## config.mk

```make
export PLATFORM = sky130hd
export DESIGN_NAME = pdhs_supervisor
export DESIGN_NICKNAME = d
export VERILOG_FILES = /design/src/pdhs_pkg.sv /design/src/pdhs_sync.sv /design/src/pdhs_timer.sv /design/src/pdhs_supervisor.sv
export VERILOG_INCLUDE_DIRS = /design/src
export SDC_FILE = /design/constraint.sdc
export NUM_CORES = 1
export LEC_CHECK = 0
export BUFFER_PORTS_ARGS = -buffer_cell sky130_fd_sc_hd__buf_2
export CORE_MARGIN = 2
export CORE_UTILIZATION = 50
export CTS_CLUSTER_SIZE = 20
export DETAILED_ROUTE_END_ITERATION = 7
export HOLD_SLACK_MARGIN = 0.06
export PLACE_DENSITY = 0.75
export SYNTH_ARGS = -nofsm -noshare
export SYNTH_HDL_FRONTEND = slang
export SYNTH_SLANG_ARGS = --single-unit
export TNS_END_PERCENT = 30
```

## constraint.sdc

```tcl
create_clock -name core_clk -period 9.45 [get_ports core_clk]
set_input_delay 0 -clock core_clk [delete_from_list [all_inputs] [get_ports core_clk]]
set_output_delay 0 -clock core_clk [all_outputs]
set_load 0.02 [all_outputs]
```

## src/pdhs_defines.svh

```systemverilog
// Purpose: Constants of the hotswap supervisor (offsets, fields, timing)
// Assumes: 40 MHz core clock
// Notes:   Included by bare name; definitions only
`ifndef PDHS_DEFINES_SVH
`define PDHS_DEFINES_SVH

`define PDHS_CLK_MHZ         40
`define PDHS_DEGLITCH_US     1650
`define PDHS_DEGLITCH_CYC    (`PDHS_DEGLITCH_US * `PDHS_CLK_MHZ)
`define PDHS_INRUSH_MIN_US   81500
`define PDHS_INRUSH_MIN_CYC  (`PDHS_INRUSH_MIN_US * `PDHS_CLK_MHZ)
`define PDHS_TMR_W           22

`define PDHS_ADDR_W          8
`define PDHS_OFS_CTRL        8'h00
`define PDHS_OFS_STATUS      8'h04
`define PDHS_OFS_EVENT       8'h08

`define PDHS_CTRL_FORCE_OFF  0
`define PDHS_CTRL_DET_BLOCK  1
`define PDHS_CTRL_RST        2'h0

`define PDHS_EVT_RETURN      0
`define PDHS_EVT_THERMAL     1
`define PDHS_EVT_UNDERVOLTAGE_LOCKOUT        2
`define PDHS_EVT_ADAPTER     3

`define PDHS_RESP_OKAY       2'h0
`define PDHS_RESP_SLVERR     2'h2

`endif

```

## src/pdhs_pkg.sv

```systemverilog
// Purpose: Types of the hotswap supervisor
// Assumes: Constants live in pdhs_defines.svh
// Notes:   Open-drain groups are ordered converter, high, low, type
package pdhs_pkg;

	typedef enum logic [4:0] {
		ST_IDLE   = 5'h01,
		ST_INRUSH = 5'h02,
		ST_OPER   = 5'h04,
		ST_HOT    = 5'h08,
		ST_SPARE  = 5'h10
	} pdhs_state_type;

	typedef struct packed {
		logic [3:0] drain_rb;
		logic [1:0] alloc_lvl;
		logic       pse_plusplus;
		logic       pse_type_hi;
		logic       inrush_below_limit;
		logic       return_node_fault;
		logic       undervoltage_lockout;
		logic       thermal_shutdown;
		logic       detect_disable_in;
		logic       adapter_detect_in;
	} pdhs_pins_type;

	typedef struct packed {
		logic converter_enable_out;
		logic alloc_code_high;
		logic alloc_code_low;
		logic source_type_flag;
	} pdhs_od_type;

endpackage : pdhs_pkg

```

## src/pdhs_sync.sv

```systemverilog
// Purpose: Two-stage synchroniser for a vector of pin levels
// Assumes: Inputs are quasi-static levels, not buses
// Notes:   Stage one is read only by stage two
`timescale 1ns/1ps
module pdhs_sync #(
	parameter int W = 1
) (
	input  wire logic         core_clk,
	input  wire logic         rst,
	input  wire logic [W-1:0] d,
	output      logic [W-1:0] q
);
	logic [W-1:0] meta_ff;
	logic [W-1:0] q_ff;

	always_ff @(posedge core_clk or posedge rst) begin
		if (rst) begin
			meta_ff <= '0;
			q_ff    <= '0;
		end else begin
			meta_ff <= d;
			q_ff    <= meta_ff;
		end
	end

	assign q = q_ff;
endmodule : pdhs_sync

```

## src/pdhs_timer.sv

```systemverilog
// Purpose: Run-while-high interval timer
// Assumes: LIMIT of at least one cycle
// Notes:   Done rises in the LIMIT-th consecutive run cycle, holds while run
`timescale 1ns/1ps
module pdhs_timer #(
	parameter int unsigned LIMIT = 1,
	parameter int          W     = 22
) (
	input  wire logic core_clk,
	input  wire logic rst,
	input  wire logic run,
	output      logic done
);
	logic [W-1:0] cnt_ff;

	always_ff @(posedge core_clk or posedge rst) begin
		if (rst) begin
			cnt_ff <= '0;
		end else if (!run) begin
			cnt_ff <= '0;
		end else if (!done) begin
			cnt_ff <= cnt_ff + W'(1);
		end
	end

	assign done = run && (cnt_ff == W'(LIMIT - 1));
endmodule : pdhs_timer

```

## src/pdhs_supervisor.sv

```systemverilog
// Purpose: Hotswap switch supervisor with AXI4-Lite control
// Assumes: Comparator results arrive as asynchronous logic levels
// Notes:   Open-drain pins drive low only; od_o is always zero
`timescale 1ns/1ps
`include "pdhs_defines.svh"
module pdhs_supervisor #(
	parameter int unsigned DEGLITCH_CYC = `PDHS_DEGLITCH_CYC,
	parameter int unsigned INRUSH_CYC   = `PDHS_INRUSH_MIN_CYC
) (
	input  wire logic                     core_clk,
	input  wire logic                     rst,
	input  wire pdhs_pkg::pdhs_pins_type  pins_i,
	output      pdhs_pkg::pdhs_od_type    od_o,
	output      pdhs_pkg::pdhs_od_type    od_oe,
	output      logic                     pass_switch_on,
	output      logic                     inrush_limit_sel,
	output      logic                     class_reg_en,
	output      logic                     startup_src_en,
	output      logic                     hold_pulse_en,
	output      logic                     detect_sig_en,
	input  wire logic [`PDHS_ADDR_W-1:0]  s_axi_awaddr,
	input  wire logic                     s_axi_awvalid,
	output      logic                     s_axi_awready,
	input  wire logic [31:0]              s_axi_wdata,
	input  wire logic [3:0]               s_axi_wstrb,
	input  wire logic                     s_axi_wvalid,
	output      logic                     s_axi_wready,
	output      logic [1:0]               s_axi_bresp,
	output      logic                     s_axi_bvalid,
	input  wire logic                     s_axi_bready,
	input  wire logic [`PDHS_ADDR_W-1:0]  s_axi_araddr,
	input  wire logic                     s_axi_arvalid,
	output      logic                     s_axi_arready,
	output      logic [31:0]              s_axi_rdata,
	output      logic [1:0]               s_axi_rresp,
	output      logic                     s_axi_rvalid,
	input  wire logic                     s_axi_rready
);

	pdhs_pkg::pdhs_pins_type pin_s;
	pdhs_pkg::pdhs_pins_type pin_prev_ff;
	pdhs_pkg::pdhs_state_type state_ff;
	pdhs_pkg::pdhs_state_type nxt_state;
	logic        need_min_ff;
	logic [2:0]  alloc_oe_ff;
	logic [2:0]  nxt_alloc;
	logic [1:0]  ctrl_ff;
	logic [3:0]  evt_ff;
	logic [3:0]  evt_set;
	logic [3:0]  evt_clr;
	logic        den_low;
	logic        force_off;
	logic        dgl_done;
	logic        inr_done;
	logic        fault_exit;
	logic        aw_got_ff;
	logic        w_got_ff;
	logic [`PDHS_ADDR_W-1:0] aw_addr_ff;
	logic [31:0] w_data_ff;
	logic [3:0]  w_strb_ff;
	logic        bvalid_ff;
	logic [1:0]  bresp_ff;
	logic        rvalid_ff;
	logic [1:0]  rresp_ff;
	logic [31:0] rdata_ff;
	logic        wr_go;

	function automatic logic reg_mapped(input logic [`PDHS_ADDR_W-1:0] a);
		reg_mapped = (a == `PDHS_OFS_CTRL) || (a == `PDHS_OFS_STATUS) ||
			(a == `PDHS_OFS_EVENT);
	endfunction : reg_mapped

	pdhs_sync #(
		.W ($bits(pdhs_pkg::pdhs_pins_type))
	) u_sync (
		.core_clk (core_clk),
		.rst      (rst),
		.d        (pins_i),
		.q        (pin_s)
	);

	always_ff @(posedge core_clk or posedge rst) begin
		if (rst) begin
			pin_prev_ff <= '0;
		end else begin
			pin_prev_ff <= pin_s;
		end
	end

	// Detect-disable is a comparator: high means above its threshold
	assign den_low = !pin_s.detect_disable_in;

	assign force_off = pin_s.adapter_detect_in ||
		(den_low && !pin_s.undervoltage_lockout) ||
		pin_s.thermal_shutdown || pin_s.undervoltage_lockout ||
		ctrl_ff[`PDHS_CTRL_FORCE_OFF];

	// deglitch timer, counts only while in operation
	pdhs_timer #(
		.LIMIT (DEGLITCH_CYC),
		.W     (`PDHS_TMR_W)
	) u_dgl (
		.core_clk (core_clk),
		.rst      (rst),
		.run      ((state_ff == pdhs_pkg::ST_OPER) && pin_s.return_node_fault),
		.done     (dgl_done)
	);

	pdhs_timer #(
		.LIMIT (INRUSH_CYC),
		.W     (`PDHS_TMR_W)
	) u_inr (
		.core_clk (core_clk),
		.rst      (rst),
		.run      (state_ff == pdhs_pkg::ST_INRUSH),
		.done     (inr_done)
	);

	assign fault_exit = (state_ff == pdhs_pkg::ST_OPER) && !force_off && dgl_done;

	always_comb begin
		nxt_state = state_ff;
		unique case (state_ff)
			pdhs_pkg::ST_IDLE: begin
				if (pin_s.thermal_shutdown) begin
					nxt_state = pdhs_pkg::ST_HOT;
				end else if (!force_off) begin
					nxt_state = pdhs_pkg::ST_INRUSH;
				end
			end
			pdhs_pkg::ST_INRUSH: begin
				if (pin_s.thermal_shutdown) begin
					nxt_state = pdhs_pkg::ST_HOT;
				end else if (force_off) begin
					nxt_state = pdhs_pkg::ST_IDLE;
				end else if (pin_s.inrush_below_limit && (!need_min_ff || inr_done)) begin
					nxt_state = pdhs_pkg::ST_OPER;
				end
			end
			pdhs_pkg::ST_OPER: begin
				if (pin_s.thermal_shutdown) begin
					nxt_state = pdhs_pkg::ST_HOT;
				end else if (force_off) begin
					nxt_state = pdhs_pkg::ST_IDLE;
				end else if (dgl_done) begin
					nxt_state = pdhs_pkg::ST_INRUSH;
				end
			end
			pdhs_pkg::ST_HOT: begin
				if (!pin_s.thermal_shutdown) begin
					nxt_state = force_off ? pdhs_pkg::ST_IDLE : pdhs_pkg::ST_INRUSH;
				end
			end
			default: begin
				nxt_state = pdhs_pkg::ST_IDLE;
			end
		endcase
	end

	always_ff @(posedge core_clk or posedge rst) begin
		if (rst) begin
			state_ff <= pdhs_pkg::ST_IDLE;
		end else begin
			state_ff <= nxt_state;
		end
	end

	// fault recovery skips the minimum delay
	always_ff @(posedge core_clk or posedge rst) begin
		if (rst) begin
			need_min_ff <= 1'b1;
		end else if (fault_exit) begin
			need_min_ff <= 1'b0;
		end else if (state_ff != pdhs_pkg::ST_OPER && state_ff != pdhs_pkg::ST_INRUSH) begin
			need_min_ff <= 1'b1;
		end
	end

	assign pass_switch_on   = (state_ff == pdhs_pkg::ST_INRUSH) || (state_ff == pdhs_pkg::ST_OPER);
	assign inrush_limit_sel = (state_ff != pdhs_pkg::ST_OPER);
	assign class_reg_en     = (state_ff != pdhs_pkg::ST_HOT);
	assign startup_src_en   = (state_ff != pdhs_pkg::ST_HOT);
	assign hold_pulse_en    = (state_ff != pdhs_pkg::ST_HOT);
	assign detect_sig_en    = (state_ff == pdhs_pkg::ST_IDLE) && !den_low &&
		!ctrl_ff[`PDHS_CTRL_DET_BLOCK];

	// allocation code from type and power
	always_comb begin
		if (pin_s.adapter_detect_in) begin
			nxt_alloc = 3'h4;
		end else if (state_ff != pdhs_pkg::ST_OPER) begin
			nxt_alloc = 3'h0;
		end else if (pin_s.pse_plusplus) begin
			nxt_alloc = 3'h6;
		end else begin
			nxt_alloc = {pin_s.alloc_lvl, pin_s.pse_type_hi};
		end
	end

	always_ff @(posedge core_clk or posedge rst) begin
		if (rst) begin
			alloc_oe_ff <= 3'h0;
		end else begin
			alloc_oe_ff <= nxt_alloc;
		end
	end

	// open drain, enable means pin pulled low
	assign od_o  = '0;
	assign od_oe = {state_ff == pdhs_pkg::ST_INRUSH, alloc_oe_ff};

	// Events: set wins over a same-cycle clear
	assign evt_set[`PDHS_EVT_RETURN]  = fault_exit;
	assign evt_set[`PDHS_EVT_THERMAL] = pin_s.thermal_shutdown && !pin_prev_ff.thermal_shutdown;
	assign evt_set[`PDHS_EVT_UNDERVOLTAGE_LOCKOUT]    = pin_s.undervoltage_lockout &&
		!pin_prev_ff.undervoltage_lockout;
	assign evt_set[`PDHS_EVT_ADAPTER] = pin_s.adapter_detect_in && !pin_prev_ff.adapter_detect_in;
	assign evt_clr = (wr_go && aw_addr_ff == `PDHS_OFS_EVENT && w_strb_ff[0]) ?
		w_data_ff[3:0] : 4'h0;

	always_ff @(posedge core_clk or posedge rst) begin
		if (rst) begin
			evt_ff <= 4'h0;
		end else begin
			evt_ff <= (evt_ff & ~evt_clr) | evt_set;
		end
	end

	// AXI4-Lite write path; address and data accepted in either order
	assign s_axi_awready = !aw_got_ff && !bvalid_ff;
	assign s_axi_wready  = !w_got_ff && !bvalid_ff;
	assign wr_go         = aw_got_ff && w_got_ff && !bvalid_ff;

	always_ff @(posedge core_clk or posedge rst) begin
		if (rst) begin
			aw_got_ff  <= 1'b0;
			aw_addr_ff <= '0;
		end else if (s_axi_awvalid && s_axi_awready) begin
			aw_got_ff  <= 1'b1;
			aw_addr_ff <= s_axi_awaddr;
		end else if (wr_go) begin
			aw_got_ff  <= 1'b0;
		end
	end

	always_ff @(posedge core_clk or posedge rst) begin
		if (rst) begin
			w_got_ff  <= 1'b0;
			w_data_ff <= '0;
			w_strb_ff <= '0;
		end else if (s_axi_wvalid && s_axi_wready) begin
			w_got_ff  <= 1'b1;
			w_data_ff <= s_axi_wdata;
			w_strb_ff <= s_axi_wstrb;
		end else if (wr_go) begin
			w_got_ff  <= 1'b0;
		end
	end

	always_ff @(posedge core_clk or posedge rst) begin
		if (rst) begin
			ctrl_ff <= `PDHS_CTRL_RST;
		end else if (wr_go && aw_addr_ff == `PDHS_OFS_CTRL && w_strb_ff[0]) begin
			ctrl_ff <= w_data_ff[1:0];
		end
	end

	always_ff @(posedge core_clk or posedge rst) begin
		if (rst) begin
			bvalid_ff <= 1'b0;
			bresp_ff  <= `PDHS_RESP_OKAY;
		end else if (wr_go) begin
			bvalid_ff <= 1'b1;
			bresp_ff  <= reg_mapped(aw_addr_ff) ? `PDHS_RESP_OKAY : `PDHS_RESP_SLVERR;
		end else if (s_axi_bready) begin
			bvalid_ff <= 1'b0;
		end
	end

	assign s_axi_bvalid = bvalid_ff;
	assign s_axi_bresp  = bresp_ff;

	// AXI4-Lite read path, one outstanding read
	assign s_axi_arready = !rvalid_ff;

	always_ff @(posedge core_clk or posedge rst) begin
		if (rst) begin
			rvalid_ff <= 1'b0;
			rresp_ff  <= `PDHS_RESP_OKAY;
			rdata_ff  <= '0;
		end else if (s_axi_arvalid && s_axi_arready) begin
			rvalid_ff <= 1'b1;
			rresp_ff  <= reg_mapped(s_axi_araddr) ? `PDHS_RESP_OKAY : `PDHS_RESP_SLVERR;
			unique case (s_axi_araddr)
				`PDHS_OFS_CTRL:   rdata_ff <= {30'h0, ctrl_ff};
				`PDHS_OFS_STATUS: rdata_ff <= {10'h0, pin_s, need_min_ff,
					inrush_limit_sel, pass_switch_on, state_ff};
				`PDHS_OFS_EVENT:  rdata_ff <= {28'h0, evt_ff};
				default:          rdata_ff <= '0;
			endcase
		end else if (s_axi_rready) begin
			rvalid_ff <= 1'b0;
		end
	end

	assign s_axi_rvalid = rvalid_ff;
	assign s_axi_rresp  = rresp_ff;
	assign s_axi_rdata  = rdata_ff;

	// Helper counters, read only by the checks below
	int unsigned flt_age_ff;
	int unsigned inr_age_ff;

	always_ff @(posedge core_clk or posedge rst) begin
		if (rst) begin
			flt_age_ff <= 0;
		end else if (state_ff == pdhs_pkg::ST_OPER && pin_s.return_node_fault) begin
			flt_age_ff <= flt_age_ff + 1;
		end else begin
			flt_age_ff <= 0;
		end
	end

	always_ff @(posedge core_clk or posedge rst) begin
		if (rst) begin
			inr_age_ff <= 0;
		end else if (state_ff == pdhs_pkg::ST_INRUSH) begin
			inr_age_ff <= inr_age_ff + 1;
		end else begin
			inr_age_ff <= 0;
		end
	end
endmodule : pdhs_supervisor

```

==> metrics.yaml <==
grt_first_pass_wirelength_mm: 19.2
clkPwrFrac_pct: 41.7
power.density_nw_per_um2: 209
maxCapViolCount: 0
p_sw_mw: 0.373
ys_seq_area_share_pct: 59.7
endpoint_kind: "flop"
die_w_um: 108
vias: 3938
avgSynthCellArea_um2: 11.4
ctsLongestPathBuffers: 2
synth_edf_count: 0
clkLatencyLatePin_ps: 520
rows: 37
worst_pin_slew_ps: 1190
gr-total-overflow: 0
synthArstFlopShare_pct: 100
grt_max_degree: 80
cts_setup_buffers: 0
drt_iter0_drc: 152
final_hold_viol_count: 0
final-seq-area_um2: 3230
power.share.combinational_pct: 12.8
p_int_mw: 1.05
slew_headroom_pct: 20.4
path_clk_slew_ps: 60
cts_sinks: 129
critPathArrivalTime_ps: 3010
design.core.area_um2: 10400
diodes: 0
p_sw_share_pct: 26.2
worst_ep_required_time_ps: 9890
status: "completed"
cts_root_buf: "clkbuf_8"
mostFrequentLayoutCells: "dfrtp_1 (127), buf_2 (79), nor2_1 (49)"
fin_skew_ps: 8.11
netlist.top_cell.by_area: "dfrtp_1"
synth-seq-cells: 129
htreeDepth: 4
io_pins: 128
cp_max_fo: 28
cts_buffers: 17
grt_pass1_vias: 4036
wl_per_cell_um: 15.4
cts_tree: "built"
finalWirelength_mm: 11.5
ys_warn_count: 0
fillers: 792
fin_nets: 671
fin_util_pct: 65.2
routed_via_density: 5.29
synthTopCellsByArea: "dfrtp_1 (59%), xor2_1 (4.0%), a22o_1 (3.7%)"
ys_types: 50
fmax_mhz: 389
slew_violations: 0
yosysTopAreaCellShare_pct: 58.8
place_hpwl_mm: 7.03
gp_congestion: 0.839
p_leak_nw: 3.10
startpoint_type: "flop"
crit_family: "simple AND/OR/NAND/NOR gates"
layout_commonest_cell: "dfrtp_1"
dieHeight_um: 108
area_delta_synth_final_pct: 25.6
grt_setup_unrepaired: "false"
netlist_area_um2: 5410
path_buf_inv: 1
ant_nets: 0
setup-tns-final_ps: 0
fin_crit_ps: 2570
finalCritPeriodShare_pct: 27.2
synth_cells: 474
drive_above_1_share_pct: 22.8
multi_input_area_um2: 1990
cp_slowest_cell: "nor3b_2"
dr.pass1.iters: 4
max-vdd-ir-drop_v: 0.000223
hold_class: "in2reg"
synth_ff_type: "dfrtp_1"
portBuffers: 79
dieArea_um2: 11700
start_util_pct: 51.9
critical_path_class: "reg2reg"
route.detailed.drc: 0
crit_chain: "inv_1, nand2_1, nor3b_2, a22o_1"
cpPeakStageDelay_ps: 1180
antenna_found_initial: 0
seq_power_share_pct: 45.5
setup_viol: 0
grt_usage_pct: 21.4
## cells by family (layout without fill, tap and decap cells)
family / Yosys count / count (layout) / synth area share [%]
simple gates: 178 / 178 / 17.4
flops: 129 / 129 / 59.7
compound gates: 63 / 63 / 8.31
buf+inv: 48 / 167 / 4.72
xor+xnor: 36 / 36 / 5.83
mux: 17 / 17 / 3.47
fa+ha+maj: 2 / 2 / 0.463
other cells: 1 / 17 / 0.0693
## worst paths after layout
| check | slack (ps) | cells after the start | startpoint | to |
|---|---|---|---|---|
| min | 120 | 2 | pins_i[12] | u_sync.meta_ff[12]$_DFF_PP0_ |
| max reg2reg | 6880 | 4 | s_axi_rvalid$_DFFE_PP0P_ | s_axi_rdata[6]$_DFFE_PP0P_ |
| max in group asynchronous | 7890 | 4 | rst | u_dgl.cnt_ff[17]$_DFFE_PP0P_ |
| min reg2reg | 350 | 0 | u_sync.meta_ff[3]$_DFF_PP0_ | u_sync.q[3]$_DFF_PP0_ |
| min in group asynchronous | 150 | 3 | rst | u_sync.meta_ff[4]$_DFF_PP0_ |
| max | 6880 | 4 | s_axi_rvalid$_DFFE_PP0P_ | s_axi_rdata[6]$_DFFE_PP0P_ |
## timing repair
action | CTS | global route
hold endpoints to repair | 86 | 0
hold buffers | 40 | 0
resized for setup | 0 | 0
## routing by layer
metal / up-vias / part of all wire, % / track usage (%)
met5: - / 0 / 0
met4: 0 / 1.3 / 7.42
met3: 17 / 5.0 / 6.57
met2: 99 / 50 / 35.0
met1: 1959 / 44 / 27.2
li1: 1863 / - / -
## synth_stat cells, drive strengths merged, types with 2 or more instances
library cell	count
dfrtp	127
nor2	49
nand2	34
xor2	25
a22o	23
buf	20
nand3	16
inv	15
o21ai	15
mux2	14
clkbuf	13
nor3	13
nor4	12
nand4	11
xnor2	11
a21oi	10
nor2b	7
and3	6
or3	6
and2	5
and4	3
mux2i	3
nor3b	3
o31ai	3
or4	3
a22oi	2
dfstp	2
ha	2
nand4b	2
nor4b	2
o21bai	2
## flip-flops by register name, indices dropped and copies added (netlist names)
signal,count
u_dgl.cnt_ff,22
u_sync.q,14
s_axi_rvalid,1
s_axi_rdata,21
s_axi_bvalid,1
alloc_oe_ff,3
state_ff,4
s_axi_rresp,1
s_axi_bresp,1
pin_prev_ff,3
w_got_ff,1
w_data_ff,4
aw_addr_ff,8
aw_got_ff,1
u_sync.meta_ff,14
u_inr.cnt_ff,22
w_strb_ff,1
evt_ff,4
ctrl_ff,2
need_min_ff,1
## layout make-up
type	instances	area share (%)
clock buffer	22	6.67
clock inverter	10	1.31
inverter	15	0.866
multi-input combinational	313	29.3
sequential	129	47.6
tap	136	2.51
timing repair buffer	120	11.8
## metrics by stage
step | std cells | cell area [um2] | power, mW | worst slack, ps | hold WS [ps]
2_1_floorplan | 490 | 5470 | 0.779 | 6010 | 31.4
3_3_place_gp | 673 | 5850 | 0.813 | 7080 | 107
3_5_place_dp | 673 | 5850 | 0.823 | 6980 | 109
4_1_cts | 745 | 6790 | 1.43 | 6950 | 97.3
5_1_grt | 745 | 6790 | 1.49 | 6660 | 95.2
6_report | 745 | 6790 | 1.42 | 6880 | 121
## power groups by stage
stage / Sequential, mW / Combinational [mW] / Clock (mW)
floorplan: 0.649 / 0.130 / 0
global placement: 0.651 / 0.163 / 0
detailed placement: 0.654 / 0.169 / 0
CTS: 0.646 / 0.182 / 0.603
finish: 0.647 / 0.181 / 0.594
global route: 0.653 / 0.201 / 0.634
No activity file was read; power rests on OpenSTA's default activity.
